## src/logic/flash_pins_pkg.sv

```systemverilog
package flash_pins_pkg;

    // Timing of the host side reference clock
    localparam int CLK_PERIOD_NS      = 20;
    // Least low time of the hardware reset lane, and its count in clock cycles (rounded up)
    localparam int RESET_PULSE_MIN_NS = 1000;
    localparam int RESET_PULSE_MIN_CYC = (RESET_PULSE_MIN_NS + CLK_PERIOD_NS - 1) / CLK_PERIOD_NS;

    // Frame geometry
    localparam int INSTR_BITS = 8;
    localparam int ADDR_BITS  = 24;
    localparam int BYTE_BITS  = 8;

    // Byte sent when the host reads faster than the user side supplies data
    localparam logic [7:0] FILL_BYTE = 8'hFF;

    // Output enable masks per lane width
    localparam logic [3:0] OE_MASK_W1 = 4'h2;
    localparam logic [3:0] OE_MASK_W2 = 4'h3;
    localparam logic [3:0] OE_MASK_W4 = 4'hF;

    // Index of the shared lanes and of the pin groups in the synchroniser
    localparam int LANE_WP       = 2;
    localparam int LANE_HOLD_RST = 3;
    localparam int PIN_SCLK      = 4;
    localparam int PIN_CS        = 5;

    typedef enum logic [1:0] {
        LW1,
        LW2,
        LW4
    } lane_width_t;

    // Phase plan of one command, answered by the user side per instruction
    typedef struct packed {
        logic        has_addr;
        lane_width_t addr_lanes;
        logic [4:0]  dummy_clks;
        logic        has_data;
        logic        data_out;
        lane_width_t data_lanes;
    } phase_cfg_t;

    // What the device has collected from the host in the current frame
    typedef struct packed {
        logic [7:0]  instr;
        logic [23:0] addr;
    } frame_info_t;

    typedef enum logic [2:0] {
        ST_IDLE,
        ST_INSTR,
        ST_DECODE,
        ST_ADDR,
        ST_DUMMY,
        ST_DIN,
        ST_DOUT,
        ST_WAIT
    } phase_t;

endpackage

```

## src/logic/flash_pin_if.sv

```systemverilog
`timescale 1ns/1ns
// Contract
// Single mode: instruction, address and data sampled on lane 0 at clock rise.
// Read data changes on the output lane at each clock fall.
// Dual/quad: lanes 0 and 1 bidirectional, sample on rise, drive on fall.
// Standard and dual use lanes 0-1; quad uses lanes 0-3.
// Chip select high: deselected, every data output released.
// After power-up a select high-to-low edge is needed before any instruction.
// Write-protect lane can block status writes together with protect bits.
// Quad enabled: lane 2 is data only, write protect ignored.
// Select bit 0 (default): lane 3 is an active-low hold input.
// Hold low while selected: outputs float, input and clock ignored, then resume.
// Quad enabled: hold function unavailable, lane 3 is data only.
// Select bit 1 and quad off: lane 3 is an active-low hardware reset.
// Reset held low about 1us aborts any operation regardless of other pins.
// Quad enabled: lane 3 is data, hardware reset unavailable.
// Continuous read: 24-bit address read with as few as eight clocks overhead.
// Lane drivers enabled only during output phases of a selected command.
module flash_pin_if
    import flash_pins_pkg::*;
(
    input  wire logic        ref_clk,               // System clock, 50 MHz
    input  wire logic        rst,                   // Synchronous reset, active high
    input  wire logic        serial_clk_pin,        // Serial clock from the host
    input  wire logic        chip_sel_n_pin,        // Chip select from the host, active low
    input  wire logic [3:0]  data_lane_in,          // Lane levels seen on the pins
    output logic      [3:0]  data_lane_out,         // Lane levels driven by the device
    output logic      [3:0]  data_lane_oe,          // Lane drive enables, high drives
    input  wire logic        quad_enable,           // Quad lanes enabled
    input  wire logic        pause_or_reset_select, // Lane 3: 0 hold, 1 hardware reset
    input  wire logic        status_protect_bit,    // Status protect setting
    input  wire logic        cont_read_mode,        // Next frame skips the instruction
    input  wire phase_cfg_t  cmd_cfg,               // Phase plan for frame.instr
    output logic             instr_valid,           // Instruction taken, cmd_cfg sampled
    output logic             addr_valid,            // Address complete, one cycle
    output frame_info_t      frame,                 // Instruction and address
    output logic             rx_valid,              // Received data byte, one cycle
    output logic      [7:0]  rx_data,               // Received data byte
    input  wire logic        tx_valid,              // Read data offered
    input  wire logic [7:0]  tx_data,               // Read data byte
    output logic             tx_ready,              // Buffer has room
    output logic             tx_underrun,           // Fill byte sent, one cycle
    output logic             selected,              // Chip select seen low
    output logic             hold_active,           // Device paused by hold
    output logic             hw_reset_pulse,        // Hardware reset taken, one cycle
    output logic             status_write_block     // Status register writes blocked
);

    logic [5:0]  pin_s1_r;
    logic [5:0]  pin_s2_r;
    logic        sclk_prev_r;
    logic        cs_prev_r;
    logic [3:0]  lane_s;
    logic        cs_s;
    logic        sclk_rise;
    logic        sclk_fall;
    logic        cs_fall;
    logic        cs_rise;
    logic        hold_now;
    logic        rst_lane_low;
    logic        abort;
    logic        step_rise;
    logic        step_fall;
    phase_t      state_r;
    phase_cfg_t  cfg_r;
    logic [23:0] in_sh_r;
    logic [4:0]  bit_cnt_r;
    logic [4:0]  bit_next;
    lane_width_t in_w;
    logic [2:0]  out_cnt_r;
    logic [7:0]  out_sh_r;
    logic [7:0]  out_cur;
    logic [3:0]  oe_want_r;
    logic [$clog2(RESET_PULSE_MIN_CYC+1)-1:0] rst_cnt_r;
    logic [7:0]  buf_r [2];
    logic        wr_ptr_r;
    logic        rd_ptr_r;
    logic [1:0]  fill_r;
    logic        push;
    logic        pop;
    logic        flush;

    function automatic logic [4:0] lane_step(lane_width_t w);
        case (w)
            LW2:     return 5'd2;
            LW4:     return 5'd4;
            default: return 5'd1;
        endcase
    endfunction

    function automatic logic [23:0] shift_in(logic [23:0] v, lane_width_t w, logic [3:0] l);
        case (w)
            LW2:     return {v[21:0], l[1:0]};
            LW4:     return {v[19:0], l[3:0]};
            default: return {v[22:0], l[0]};
        endcase
    endfunction

    function automatic phase_t data_phase(phase_cfg_t c);
        if (!c.has_data) return ST_WAIT;
        if (c.data_out) return ST_DOUT;
        return ST_DIN;
    endfunction

    function automatic phase_t after_addr(phase_cfg_t c);
        if (c.dummy_clks != 5'd0) return ST_DUMMY;
        return data_phase(c);
    endfunction

    // Pins come from the host's domain; only pin_s2_r is read by logic
    always_ff @(posedge ref_clk) begin
        if (rst) begin
            pin_s1_r <= 6'h00;
            pin_s2_r <= 6'h00;
        end else begin
            pin_s1_r <= {chip_sel_n_pin, serial_clk_pin, data_lane_in};
            pin_s2_r <= pin_s1_r;
        end
    end

    // Select history starts low, so a select already low at reset is no edge
    always_ff @(posedge ref_clk) begin
        if (rst) begin
            sclk_prev_r <= 1'b0;
            cs_prev_r   <= 1'b0;
        end else begin
            sclk_prev_r <= pin_s2_r[PIN_SCLK];
            cs_prev_r   <= pin_s2_r[PIN_CS];
        end
    end

    assign lane_s    = pin_s2_r[3:0];
    assign cs_s      = pin_s2_r[PIN_CS];
    assign sclk_rise = pin_s2_r[PIN_SCLK] & ~sclk_prev_r;
    assign sclk_fall = ~pin_s2_r[PIN_SCLK] & sclk_prev_r;
    assign cs_fall   = cs_prev_r & ~cs_s;
    assign cs_rise   = ~cs_prev_r & cs_s;

    assign selected = ~cs_s;
    assign hold_now = ~cs_s & ~quad_enable & ~pause_or_reset_select
                      & ~lane_s[LANE_HOLD_RST];
    assign hold_active  = hold_now;
    assign rst_lane_low = pause_or_reset_select & ~quad_enable
                          & ~lane_s[LANE_HOLD_RST];
    assign status_write_block = status_protect_bit & ~quad_enable
                                & ~lane_s[LANE_WP];

    // Clock edges while held are ignored
    assign step_rise = sclk_rise & ~hold_now & ~cs_s;
    assign step_fall = sclk_fall & ~hold_now & ~cs_s;

    // Reset lane low-time counter; it saturates so one long pulse aborts once
    always_ff @(posedge ref_clk) begin
        if (rst || !rst_lane_low) begin
            rst_cnt_r <= '0;
        end else if (rst_cnt_r != RESET_PULSE_MIN_CYC[$bits(rst_cnt_r)-1:0]) begin
            rst_cnt_r <= rst_cnt_r + 1'b1;
        end
    end
    assign abort = rst_lane_low
                   && rst_cnt_r == RESET_PULSE_MIN_CYC[$bits(rst_cnt_r)-1:0] - 1'b1;
    assign hw_reset_pulse = abort;

    assign in_w     = (state_r == ST_ADDR) ? cfg_r.addr_lanes
                    : (state_r == ST_DIN) ? cfg_r.data_lanes : LW1;
    assign bit_next = bit_cnt_r + lane_step(in_w);

    always_ff @(posedge ref_clk) begin
        if (rst) begin
            state_r <= ST_IDLE;
        end else if (abort || cs_s) begin
            state_r <= ST_IDLE;
        end else if (state_r == ST_IDLE) begin
            if (cs_fall) begin
                state_r <= cont_read_mode ? ST_ADDR : ST_INSTR;
            end
        end else if (state_r == ST_DECODE) begin
            state_r <= cmd_cfg.has_addr ? ST_ADDR : after_addr(cmd_cfg);
        end else if (step_rise) begin
            case (state_r)
                ST_INSTR: begin
                    if (bit_next == 5'(INSTR_BITS)) begin
                        state_r <= ST_DECODE;
                    end
                end
                ST_ADDR: begin
                    if (bit_next == 5'(ADDR_BITS)) begin
                        state_r <= after_addr(cfg_r);
                    end
                end
                ST_DUMMY: begin
                    if (bit_next == cfg_r.dummy_clks) begin
                        state_r <= data_phase(cfg_r);
                    end
                end
                default: begin
                    state_r <= state_r;
                end
            endcase
        end
    end

    // Input shifting and bit counting, all on sampled rising edges
    always_ff @(posedge ref_clk) begin
        if (rst || cs_s || state_r == ST_IDLE || state_r == ST_DECODE) begin
            bit_cnt_r <= 5'd0;
            in_sh_r   <= 24'h00_0000;
        end else if (step_rise) begin
            in_sh_r <= shift_in(in_sh_r, in_w, lane_s);
            if (state_r == ST_DIN && bit_next == 5'(BYTE_BITS)) begin
                bit_cnt_r <= 5'd0;
            end else if (state_r == ST_ADDR && bit_next == 5'(ADDR_BITS)) begin
                bit_cnt_r <= 5'd0;
            end else begin
                bit_cnt_r <= bit_next;
            end
        end
    end

    always_ff @(posedge ref_clk) begin
        if (rst) begin
            cfg_r <= '0;
        end else if (state_r == ST_DECODE) begin
            cfg_r <= cmd_cfg;
        end
    end

    // Frame contents and the one-cycle receive strobes
    always_ff @(posedge ref_clk) begin
        if (rst) begin
            frame      <= '0;
            addr_valid <= 1'b0;
            rx_valid   <= 1'b0;
            rx_data    <= 8'h00;
        end else begin
            addr_valid <= 1'b0;
            rx_valid   <= 1'b0;
            if (step_rise && !abort) begin
                if (state_r == ST_INSTR && bit_next == 5'(INSTR_BITS)) begin
                    frame.instr <= {in_sh_r[6:0], lane_s[0]};
                end
                if (state_r == ST_ADDR && bit_next == 5'(ADDR_BITS)) begin
                    frame.addr <= shift_in(in_sh_r, in_w, lane_s);
                    addr_valid <= 1'b1;
                end
                if (state_r == ST_DIN && bit_next == 5'(BYTE_BITS)) begin
                    rx_data  <= 8'(shift_in(in_sh_r, in_w, lane_s));
                    rx_valid <= 1'b1;
                end
            end
        end
    end
    assign instr_valid = (state_r == ST_DECODE);

    // Two-entry read buffer; the host cannot be stalled, so an empty
    // buffer at a byte boundary sends the fill byte instead
    assign tx_ready = (fill_r != 2'd2);
    assign push     = tx_valid & tx_ready;
    assign flush    = cs_rise | abort;
    assign pop      = step_fall && state_r == ST_DOUT && out_cnt_r == 3'd0 && fill_r != 2'd0;

    always_ff @(posedge ref_clk) begin
        if (push) begin
            buf_r[wr_ptr_r] <= tx_data;
        end
    end

    always_ff @(posedge ref_clk) begin
        if (rst || flush) begin
            wr_ptr_r <= 1'b0;
            rd_ptr_r <= 1'b0;
            fill_r   <= 2'd0;
        end else begin
            if (push) begin
                wr_ptr_r <= ~wr_ptr_r;
            end
            if (pop) begin
                rd_ptr_r <= ~rd_ptr_r;
            end
            fill_r <= fill_r + {1'b0, push} - {1'b0, pop};
        end
    end

    assign out_cur = (out_cnt_r != 3'd0) ? out_sh_r
                   : (fill_r != 2'd0) ? buf_r[rd_ptr_r] : FILL_BYTE;

    // Output shifting on sampled falling edges
    always_ff @(posedge ref_clk) begin
        if (rst || cs_s || abort) begin
            out_cnt_r     <= 3'd0;
            out_sh_r      <= 8'h00;
            data_lane_out <= 4'h0;
            oe_want_r     <= 4'h0;
            tx_underrun   <= 1'b0;
        end else begin
            tx_underrun <= 1'b0;
            if (step_fall && state_r == ST_DOUT) begin
                out_sh_r  <= out_cur << lane_step(cfg_r.data_lanes);
                out_cnt_r <= out_cnt_r + 3'(lane_step(cfg_r.data_lanes));
                tx_underrun <= (out_cnt_r == 3'd0) && (fill_r == 2'd0);
                case (cfg_r.data_lanes)
                    LW2: begin
                        data_lane_out <= {2'b00, out_cur[7:6]};
                        oe_want_r     <= OE_MASK_W2;
                    end
                    LW4: begin
                        data_lane_out <= out_cur[7:4];
                        oe_want_r     <= OE_MASK_W4;
                    end
                    default: begin
                        data_lane_out <= {2'b00, out_cur[7], 1'b0};
                        oe_want_r     <= OE_MASK_W1;
                    end
                endcase
            end
        end
    end

    // Drivers stay released while held, so a held bit is presented again on resume
    always_ff @(posedge ref_clk) begin
        if (rst || cs_s || hold_now || abort || state_r != ST_DOUT) begin
            data_lane_oe <= 4'h0;
        end else begin
            data_lane_oe <= oe_want_r;
        end
    end
endmodule

```

## config.mk

```make
export PLATFORM = sky130hd
export DESIGN_NAME = flash_pin_if
export DESIGN_NICKNAME = d
export VERILOG_FILES = /design/src/logic/flash_pins_pkg.sv /design/src/logic/flash_pin_if.sv
export SDC_FILE = /design/constraint.sdc
export NUM_CORES = 1
export LEC_CHECK = 0
export BUFFER_PORTS_ARGS = -buffer_cell sky130_fd_sc_hd__buf_2
export CORE_MARGIN = 1.5
export CORE_UTILIZATION = 50
export DETAILED_ROUTE_END_ITERATION = 8
export PLACE_DENSITY_LB_ADDON = 0.15
export SLEW_MARGIN = 10
export SYNTH_ARGS = -nofsm -noshare
export SYNTH_HDL_FRONTEND = slang
export SYNTH_SLANG_ARGS = --single-unit
```

## constraint.sdc

```tcl
create_clock -name ref_clk -period 4.4 [get_ports ref_clk]
set_input_delay 0.88 -clock ref_clk [delete_from_list [all_inputs] [get_ports ref_clk]]
set_output_delay 0.88 -clock ref_clk [all_outputs]
set_load 0.01 [all_outputs]
```

==> out/metrics.cfg, run 1 <==
[synth]
syn_area_per_cell_um2=8.778
synth_area_leaders=dfxtp_1 (39%), edfxtp_1 (7.2%), nand2_1 (6.6%), mux2i_1 (6.4%), nor2_1 (5.5%)
synth_nets=810
async_reset_ff_share_pct=0
synth_top_area_share_pct=39.26
syn_inst=761
synthFlopType=dfxtp_1
synth_top_area_cell=dfxtp_1
ys_types=65
yosysWarnings=0
synth_edf_count=16
ys_seq_elements=147
ys_seq_area_share_pct=46.45
syn_area_um2=6680

[sta]
rsz0062_at_grt=no
setup_viol=0
max_freq_mhz=247.7
period_share_pct=91.75
finClkSkew_ps=11.26
tns_ps=0
min_period_ps=4037
slew_violations=0
tightest_slew_ps=827.5
slew_headroom_pct=43.40
hold_viol=0

[placed_design]
dp_hpwl_um=11020
place_congestion=0.8590
placed_cell_area_um2=7267
io_buffers=89

[clock_network]
cts_root_buf=clkbuf_16
cts.path.max_buffers=2
cts_buffers=17
post_cts_resized=0
clkTransAtPathRegs_ps=60
clock_latency_ps=420
cts_hold_buf=0
cts.sinks=147
cts_setup_buffers=0
h-tree-depth=4
cts_tree=yes

[global_route]
met2_usage_pct=37.46
use_met3_pct=6.226
busiest_layer=met2
grt_antenna_before_repair=0
grt_max_degree=71
grt_pass1_vias=5347
grtUsageTotal_pct=23.17
grt_overflow_total=0
grt_use_met1_pct=30.39
grt_pass1_wl_um=26120

[drt]
wl_per_cell_um=15.55
num_vias=5662
vias_per_cell=5.551
first_iter_violations=371
first_pass_iters=5
drc=0
wirelength_um=15860
ant_nets=0

[worst_hold_path]
hp-class=register to register
hold_path_startpoint=pin_s1_r[1]$_SDFF_PP0_

[power]
power_density_nw_per_um2=386.4
p_leak_nw=3.042
max-vdd-ir-drop_v=0.0002966
finalPower_mw=3.035

[floorplanning]
rows=42
die_h_um=118.6
io-pin-count=90
die_w_um=118.6
core_area_um2=13140
start_util_pct=50.85
die_area_um2=14060

[worst_setup_path]
crit_chain=inv_1, nand2_1, o21ai_0, nand2_1, ha_1, ha_1, fa_1, xor2_1, nor3_2, or4b_4, nor4_2, buf_4, mux2i_1, nor2_1
worstSetupStartpointType=register
worstSetupEndpointType=register
slowest_delay_ps=550
arrival_ps=4310
critical_path_class=register to register
path_delay_family=simple AND/OR/NAND/NOR gates
cp.buffers_inverters=2
r2r_start=state_r[1]$_SDFFE_PP0P_
cpMaxStageDelayCell=or4b_4
cp.required_ps=4680
path_max_fanout=15
startpoint=state_r[1]$_SDFFE_PP0P_

[cells_and_area]
n_antenna_cell=0
final_layout_size_suffix_gt1_share_pct=16.94
num-fill-cells=1186
final_nets=884
fin_area_um2=7854
areaGrowthSynthToFinish_pct=17.57

[flow_run]
drv_cap=0

[run_status]
outcome=complete, no violations

path summary, 6_finish.rpt:
path                                  to  slack [ps]  cells past startpoint
setup / recovery  frame[10]$_SDFFE_PP0P_         360                     14
hold / removal    pin_s2_r[1]$_SDFF_PP0_         440                      1
setup reg to reg  frame[10]$_SDFFE_PP0P_         360                     14
hold reg to reg   pin_s2_r[1]$_SDFF_PP0_         440                      1
stage by stage:
step / instances / setup WS (ps) / util (%) / hold slack [ps]
final: 1020 / 362.8 / 59.78 / 436.0
after global routing: 1020 / 105.4 / 59.78 / 456.4
after CTS: 1020 / 205.6 / 59.70 / 441.3
after detailed placement: 992 / 268.3 / 55.31 / 428.7
after global placement: 992 / 391.6 / 55.31 / 421.3
after floorplan: 761 / 523.5 / - / 413.8
report_power, final:
group	switching [mW]	total, mW	internal [mW]
Sequential	0.0165	1.40	1.38
Combinational	0.133	0.210	0.0769
Clock	0.525	1.42	0.900
Total	0.675	3.03	2.36
cell usage in the layout (no fill, tap or decap), drive strengths merged, types with 14 or more instances in the layout:
cell,instances
dfxtp,131
clkbuf,24
nor2,98
buf,104
ha,14
o21ai,36
nor3,14
nand2,118
mux2i,43
edfxtp,16
a21oi,60
nor2b,24
inv,19
a22oi,26
routing by layer:
metal,up-vias,routed length [um]
met3,17,803
met1,2715,7453
met2,145,7447
met4,0,159
li1,2785,-
met5,-,0
sequential cells by signal, indices dropped and copies added, names as in the netlist, 2 cells and up, named ones only:
register and flops:
buf_r 16, out_sh_r 8, pin_s2_r 6, in_sh_r 23, out_cnt_r 3, frame 32
pin_s1_r 6, data_lane_out 4, cfg_r 11, state_r 3, oe_want_r 3, fill_r 2
rst_cnt_r 6, data_lane_oe 3, rx_data 8, bit_cnt_r 5
synth_stat cells, types with 3 or more instances:
| cell type | n |
|---|---|
| a22oi_1 | 26 |
| a2111oi_0 | 4 |
| mux4_2 | 3 |
| inv_1 | 19 |
| nand2_1 | 118 |
| buf_1 | 4 |
| mux2i_1 | 43 |
| ha_1 | 14 |
| o31ai_1 | 4 |
| dfxtp_1 | 131 |
| buf_2 | 3 |
| xnor2_1 | 6 |
| nor2b_1 | 24 |
| nand2b_1 | 6 |
| nor2_1 | 98 |
| a21oi_1 | 60 |
| xor2_1 | 8 |
| edfxtp_1 | 16 |
| o32a_1 | 3 |
| clkbuf_1 | 38 |
| and2_1 | 6 |
| and3_1 | 4 |
| nor4_1 | 5 |
| nand3_1 | 11 |
| a31oi_1 | 5 |
| nor3_1 | 13 |
| a211oi_1 | 4 |
| o21ai_0 | 35 |
cells by family (layout without fill, tap and decap cells):
family          count (synthesis)  count (layout)  share of synthesized area [%]
mux                            48              48                          7.792
buf+inv                        69             152                          4.270
fa+ha+maj                      16              16                          3.222
xor+xnor                       15              15                          2.173
flops                         147             147                          46.45
compound gates                166             166                          15.70
simple gates                  300             300                          20.40
worst register-to-register path, stage by stage (launching register included):
cell,delay [ps]
dfxtp_1,310
inv_1,110
nand2_1,150
o21ai_0,240
nand2_1,140
ha_1,320
ha_1,220
fa_1,430
xor2_1,230
nor3_2,260
or4b_4,560
nor4_2,280
buf_4,320
mux2i_1,250
nor2_1,70
area by class of cell:
class                      count  area [um^2]  share of cell area [%]
clock buffer                  24        503.0                   6.404
clock inverter                 4        72.57                  0.9240
inverter                      20        75.07                  0.9559
multi-input combinational    545         3322                   42.30
sequential                   147         3103                   39.51
tap                          176        220.2                   2.804
timing repair buffer         104        558.0                   7.105
Note: power is estimated with default switching activity, not from simulation.
==> run 2: changes to the inputs <==
--- a/config.mk
+++ b/config.mk
@@ -5,7 +5,9 @@
 export SDC_FILE = /design/constraint.sdc
 export NUM_CORES = 1
 export LEC_CHECK = 0
+export ABC_AREA = 0
 export BUFFER_PORTS_ARGS = -buffer_cell sky130_fd_sc_hd__buf_2
+export CORE_ASPECT_RATIO = 0.9
 export CORE_MARGIN = 1.5
 export CORE_UTILIZATION = 50
 export DETAILED_ROUTE_END_ITERATION = 8
==> run 2 against run 1 <==
  * Combinational power about the same
  * Critical endpoint is now rx_data[4]$_SDFFE_PP0P_
  * Global-route usage rose by 0.44 points
  * Largest power group is now sequential cells
  * Non-clock buffer count is 2 higher
  * Final area about the same
  * Die area is essentially flat
==> out/metrics.cfg, run 2 (synthesis results as in run 1) <==
[clock_network]
h-tree-depth=4  ; unchanged
cts_buffers=17  ; unchanged
cts_root_buf=clkbuf_16
clkTransAtPathRegs_ps=60  ; about the same
clock_latency_ps=430  ; about the same
cts.sinks=147  ; unchanged
cts_hold_buf=0  ; unchanged
cts_tree=yes
cts.path.max_buffers=2  ; unchanged
cts_setup_buffers=0  ; unchanged

[cells_and_area]
regMostFlops=frame
final_layout_size_suffix_gt1_share_pct=17.76  ; +0.82 points
num-fill-cells=1141  ; -3.8%
final_common_cell=dfxtp_1
final_nets=886  ; +0.23%
reg_top3=frame (32), in_sh_r (23), buf_r (16)
finalCoreUtilization_pct=61.00  ; +1.2 points
n_antenna_cell=0  ; unchanged
final_cell_mix=dfxtp_1 (131), nand2_1 (118), nor2_1 (98), buf_2 (89), a21oi_1 (60)
areaGrowthSynthToFinish_pct=17.64  ; about the same
largest_reg_flops=32  ; unchanged

[power]
power_density_nw_per_um2=381.5  ; -1.3%
max-vdd-ir-drop_v=0.0003506  ; +18%
finalPower_mw=2.998  ; -1.2%
p_leak_nw=3.054  ; +0.39%

[global_route]
grtUsageTotal_pct=23.60  ; +0.44 points
grt_pass1_wl_um=26710  ; +2.2%
grt_max_degree=47  ; -34%
grt_pass1_vias=5284  ; -1.2%
grt_antenna_before_repair=0  ; unchanged
grt_overflow_total=0  ; unchanged

[floorplanning]
rows=39  ; -7.1%
die_w_um=124.8  ; +5.3%
start_util_pct=51.86  ; +1.0 points
die_h_um=112.7  ; -5.0%
io-pin-count=90  ; unchanged
core_area_um2=12880  ; -1.9%
die_area_um2=14060  ; about the same

[worst_setup_path]
worstSetupEndpointType=register
startpoint=state_r[1]$_SDFFE_PP0P_
crit_end=rx_data[4]$_SDFFE_PP0P_
r2r_start=state_r[1]$_SDFFE_PP0P_
reg2regPathDepth=12  ; -2
arrival_ps=4310  ; about the same
cp.required_ps=4700  ; +20 ps
path_max_fanout=8  ; -7
r2r-end=rx_data[4]$_SDFFE_PP0P_
worstSetupStartpointType=register
regToRegSetupSlack_ps=390  ; +30 ps
critical_path_class=register to register

[sta]
setup_ws_ps=391.3  ; +28.48 ps
finClkSkew_ps=9.380  ; -1.881 ps
tightest_slew_ps=1183  ; +355.6 ps
max_freq_mhz=249.5  ; +0.71%
setup_viol=0  ; unchanged
slew_headroom_pct=19.08  ; -24 points
hold_viol=0  ; unchanged
slew_violations=0  ; unchanged
rsz0062_at_grt=no
period_share_pct=91.11  ; -0.65 points
tns_ps=0  ; unchanged
min_period_ps=4009  ; -28.48 ps

[drt]
wl_per_cell_um=15.73  ; +1.1%
drc=0  ; unchanged
num_vias=5629  ; -0.58%
first_iter_violations=543  ; +46%
ant_nets=0  ; unchanged
first_pass_iters=5  ; unchanged
wirelength_um=15950  ; +0.55%
vias_per_cell=5.551  ; about the same

[placed_design]
place_congestion=0.9004  ; +4.8%
pre_cts_ws_ps=223.2  ; -45.08 ps
io_buffers=89  ; unchanged
dp_hpwl_um=11210  ; +1.7%

[run_status]
outcome=complete, no violations

[flow_run]
drv_cap=0  ; unchanged

[worst_hold_path]
hp-class=register to register

## run 2: cell count changes in the layout (fill, tap and decap cells not counted), moves of 2 or more
cell and change:
clkbuf_1 -2, clkinv_2 +2, clkinv_4 +3, inv_6 +2
## run 2: worst min-delay path by stage
stage / startpoint / end / slack [ps] / depth (start not counted)
final: pin_s1_r[0]$_SDFF_PP0_ / pin_s2_r[0]$_SDFF_PP0_ / 440 / 1
after global routing: pin_s1_r[4]$_SDFF_PP0_ / pin_s2_r[4]$_SDFF_PP0_ / 460 / 1
after CTS: pin_s1_r[0]$_SDFF_PP0_ / pin_s2_r[0]$_SDFF_PP0_ / 440 / 1
after detailed placement: pin_s1_r[0]$_SDFF_PP0_ / pin_s2_r[0]$_SDFF_PP0_ / 420 / 1
after global placement: pin_s1_r[2]$_SDFF_PP0_ / pin_s2_r[2]$_SDFF_PP0_ / 420 / 1
after floorplan: pin_s1_r[0]$_SDFF_PP0_ / pin_s2_r[0]$_SDFF_PP0_ / 410 / 1
## run 2: final cells by class
type | instances | area [um^2] | area share, %
inverters | 20 | 75.07 | 0.9553
well taps | 164 | 205.2 | 2.611
flip-flops and latches | 147 | 3103 | 39.48
multi-input cells | 545 | 3316 | 42.19
clock inverters | 11 | 103.9 | 1.321
repair buffers | 106 | 585.6 | 7.451
clock buffers | 21 | 470.5 | 5.986
## run 2: what timing repair did
item,4_1_cts,5_1_grt
setup endpoints to repair,0,7
resized for setup,0,1
endpoints found under the hold margin,0,0
## run 2: report_power, final
group | leakage, nW | internal (mW) | switching [mW]
logic | 1.57 | 0.0775 | 0.133
registers | 1.21 | 1.38 | 0.0176
clock network | 0.280 | 0.825 | 0.563
total | 3.05 | 2.29 | 0.713
## run 2: stage by stage
stage                     instances  hold WS, ps  area (um^2)
after floorplan                 761        413.8         6680
after global placement          982        421.6         7279
after detailed placement        982        422.0         7279
after CTS                      1014        436.0         7854
after global routing           1014        458.4         7859
final                          1014        435.0         7859
## run 2: metal layers
| metal | track usage, % | wire, um | up-vias |
|---|---|---|---|
| met5 | 0 | 0 | - |
| met4 | 6.136 | 165 | 0 |
| met3 | 6.339 | 1076 | 13 |
| met2 | 35.31 | 6831 | 190 |
| met1 | 33.95 | 7877 | 2628 |
| li1 | - | - | 2798 |
## run 2: worst max-delay path: stages, from the launching register on
cell and delay, ps:
dfxtp_1 450, nor2b_1 310, nand2_1 80, o21ai_0 70, and2_1 190, ha_1 260
ha_1 220, fa_1 530, nor3_2 300, or4b_4 540, or4_4 650, mux2i_1 220
nor2_1 70
==> run 3: changes to the inputs <==
--- a/config.mk
+++ b/config.mk
@@ -11,7 +11,7 @@
 export CORE_MARGIN = 1.5
 export CORE_UTILIZATION = 50
 export DETAILED_ROUTE_END_ITERATION = 8
-export PLACE_DENSITY_LB_ADDON = 0.15
+export PLACE_DENSITY_LB_ADDON = 0.12
 export SLEW_MARGIN = 10
 export SYNTH_ARGS = -nofsm -noshare
 export SYNTH_HDL_FRONTEND = slang
==> constraint.sdc (replaced) <==
create_clock -name ref_clk -period 3.3 [get_ports ref_clk]
set_input_delay 0.66 -clock ref_clk [delete_from_list [all_inputs] [get_ports ref_clk]]
set_output_delay 0.66 -clock ref_clk [all_outputs]
set_load 0.01 [all_outputs]
==> run 3 against run 2 <==
  * The flow now finishes with violations (negative setup slack)
  * First-iteration DRC count shrank 23%
  * Clock-buffer cell count shrank 2
  * Sequential cell count is the same
  * Sequential share of layout area shrank 2.2 points
  * Register-to-register slack lost 630 ps
  * Critical path type unchanged
==> out/metrics.cfg, run 3 (synthesis results as in run 1) <==
[run_status]
outcome=finished, violations left
violations=negative setup slack

[worst_setup_path]
startpoint=state_r[1]$_SDFFE_PP0P_
cpMaxStageDelayCell=or4b_4
path_delay_family=simple AND/OR/NAND/NOR gates
cp.required_ps=3590  ; -1110 ps
r2r_start=state_r[1]$_SDFFE_PP0P_
path_max_fanout=8  ; unchanged
critical_path_class=register to register
r2r-end=rx_data[6]$_SDFFE_PP0P_
crit_chain=nor2b_4, nand2_2, o21ai_2, and2_4, ha_4, ha_4, fa_2, xor2_2, nor3_2, or4b_4, buf_6, or4_4, mux2i_1, nor2_1
regToRegSetupSlack_ps=-240  ; -630 ps
cp.depth=14  ; +2
worstSetupEndpointType=register
arrival_ps=3820  ; -490 ps
cp.buffers_inverters=1  ; +1
crit_end=rx_data[6]$_SDFFE_PP0P_
crit_top_cell=ha_4
reg2regPathDepth=14  ; +2
slowest_delay_ps=520  ; -130 ps
worstSetupStartpointType=register

[power]
p_leak_nw=3.304  ; +8.2%
power_density_nw_per_um2=492.5  ; +29%
max-vdd-ir-drop_v=0.0003931  ; +12%

[floorplanning]
die_w_um=124.8  ; unchanged
die_h_um=112.7  ; unchanged
start_util_pct=51.86  ; unchanged
io-pin-count=90  ; unchanged
rows=39  ; unchanged
core_area_um2=12880  ; unchanged
die_area_um2=14060  ; unchanged

[global_route]
grt_pass1_vias=5747  ; +8.8%
grt_pass1_wl_um=27880  ; +4.4%
grt_antenna_before_repair=0  ; unchanged
grt_max_degree=70  ; +49%
grtUsageTotal_pct=24.65  ; +1.0 points
grt_overflow_total=0  ; unchanged

[cells_and_area]
finalCoreUtilization_pct=64.68  ; +3.7 points
multi_input_area_um2=3408  ; +2.8%
fin_area_um2=8332  ; +6.0%
regArea_um2=3105  ; about the same
n_antenna_cell=0  ; unchanged
largest_reg_flops=32  ; unchanged
areaGrowthSynthToFinish_pct=24.72
final_layout_size_suffix_gt1_share_pct=23.46  ; +5.7 points
regMostFlops=frame
final_nets=927  ; +4.6%
reg_top3=frame (32), in_sh_r (23), buf_r (16)
num-fill-cells=1079  ; -5.4%
final_common_cell=dfxtp_1
final_cell_mix=dfxtp_1 (129), nand2_1 (116), nor2_1 (98), buf_2 (89), a21oi_1 (59)

[sta]
min_period_ps=3536  ; -473.1 ps
tightest_slew_ps=1291  ; +108.0 ps
finClkSkew_ps=12.47  ; +3.093 ps
hold_viol=0  ; unchanged
hold-worst-slack_ps=415.5  ; -19.50 ps
period_share_pct=107.1  ; +16 points
max_freq_mhz=282.8  ; +13%
setup_viol=40  ; +40
setup_ws_ps=-235.7  ; -626.9 ps
slew_violations=0  ; unchanged
tns_ps=-4914  ; -4914 ps
rsz0062_at_grt=yes
slew_headroom_pct=13.91  ; -5.2 points

[clock_network]
h-tree-depth=4  ; unchanged
cts_buffers=17  ; unchanged
clock_latency_ps=440  ; about the same
cts_root_buf=clkbuf_16
cts.path.max_buffers=2  ; unchanged
cts_tree=yes
clkTransAtPathRegs_ps=60  ; about the same
cts.sinks=147  ; unchanged

[drt]
drc=0  ; unchanged
first_iter_violations=418  ; -23%
wl_per_cell_um=16.00  ; +1.7%
wirelength_um=16880  ; +5.8%
first_pass_iters=7  ; +2
ant_nets=0  ; unchanged
num_vias=5853  ; +4.0%
vias_per_cell=5.548  ; about the same

[placed_design]
placed_cell_area_um2=7526  ; +3.4%
io_buffers=89  ; unchanged
dp_hpwl_um=11330  ; +1.1%
place_congestion=0.8654  ; -3.9%

[flow_run]
drv_cap=0  ; unchanged

[worst_hold_path]
whs_path_depth=1  ; unchanged
hp-class=input pin to register

## run 3: changes by cell type in the layout (fill, tap and decap cells not counted), moves of 3 or more
cell and change:
buf_4 +35, buf_12 +3, clkbuf_8 -3, clkinv_2 -3
inv_8 +3
## run 3: repair_timing
item,CTS,global route
setup buffers,12,3
setup endpoints to repair,48,49
hold buffers,0,0
pin swaps,8,5
resized for setup,9,12
cloned,2,0
## run 3: metrics by stage
stage                     instances  worst slack, ps  power, mW
final                          1055           -235.7      4.104
after CTS                      1054           -228.5      4.123
after global routing           1055           -342.4      4.246
after detailed placement       1008           -402.3      2.205
after global placement         1008           -249.5      2.198
after floorplan                 761           -264.1      2.092
## run 3: worst register-to-register path, cell delays in order, from the launching register on
cell and delay, ps:
dfxtp_2 350, nor2b_4 180, nand2_2 80, o21ai_2 60, and2_4 180, ha_4 210, ha_4 160, fa_2 370
xor2_2 180, nor3_2 170, or4b_4 520, buf_6 150, or4_4 520, mux2i_1 210, nor2_1 70
## run 3: worst min-delay path by stage
| stage | start | end |
|---|---|---|
| after global routing | tx_data[7] | buf_r[1][7]$_DFFE_PP_ |
| after detailed placement | pin_s1_r[0]$_SDFF_PP0_ | pin_s2_r[0]$_SDFF_PP0_ |
| final | tx_data[1] | buf_r[1][1]$_DFFE_PP_ |
| after floorplan | pin_s1_r[0]$_SDFF_PP0_ | pin_s2_r[0]$_SDFF_PP0_ |
| after CTS | tx_data[7] | buf_r[1][7]$_DFFE_PP_ |
| after global placement | pin_s1_r[0]$_SDFF_PP0_ | pin_s2_r[0]$_SDFF_PP0_ |
## run 3: final cells by class
class	instances	area share, %
flip-flops and latches	147	37.27
repair buffers	147	11.35
well taps	164	2.463
multi-input cells	545	40.91
inverters	20	0.9010
clock inverters	13	1.652
clock buffers	19	5.451
## run 3: layer usage
layer	wire [um]	track usage (%)	share of wire, %
met1	7939	34.09	47
met2	7741	37.36	46
met3	956	6.149	5.7
met4	238	9.545	1.4
met5	0	0	0
## run 3: power by group
group          switching (mW)  leakage (nW)  internal, mW
Clock                   0.812         0.286          1.11
Combinational           0.190          1.81         0.128
Sequential             0.0240          1.21          1.84
Total                    1.03          3.30          3.08
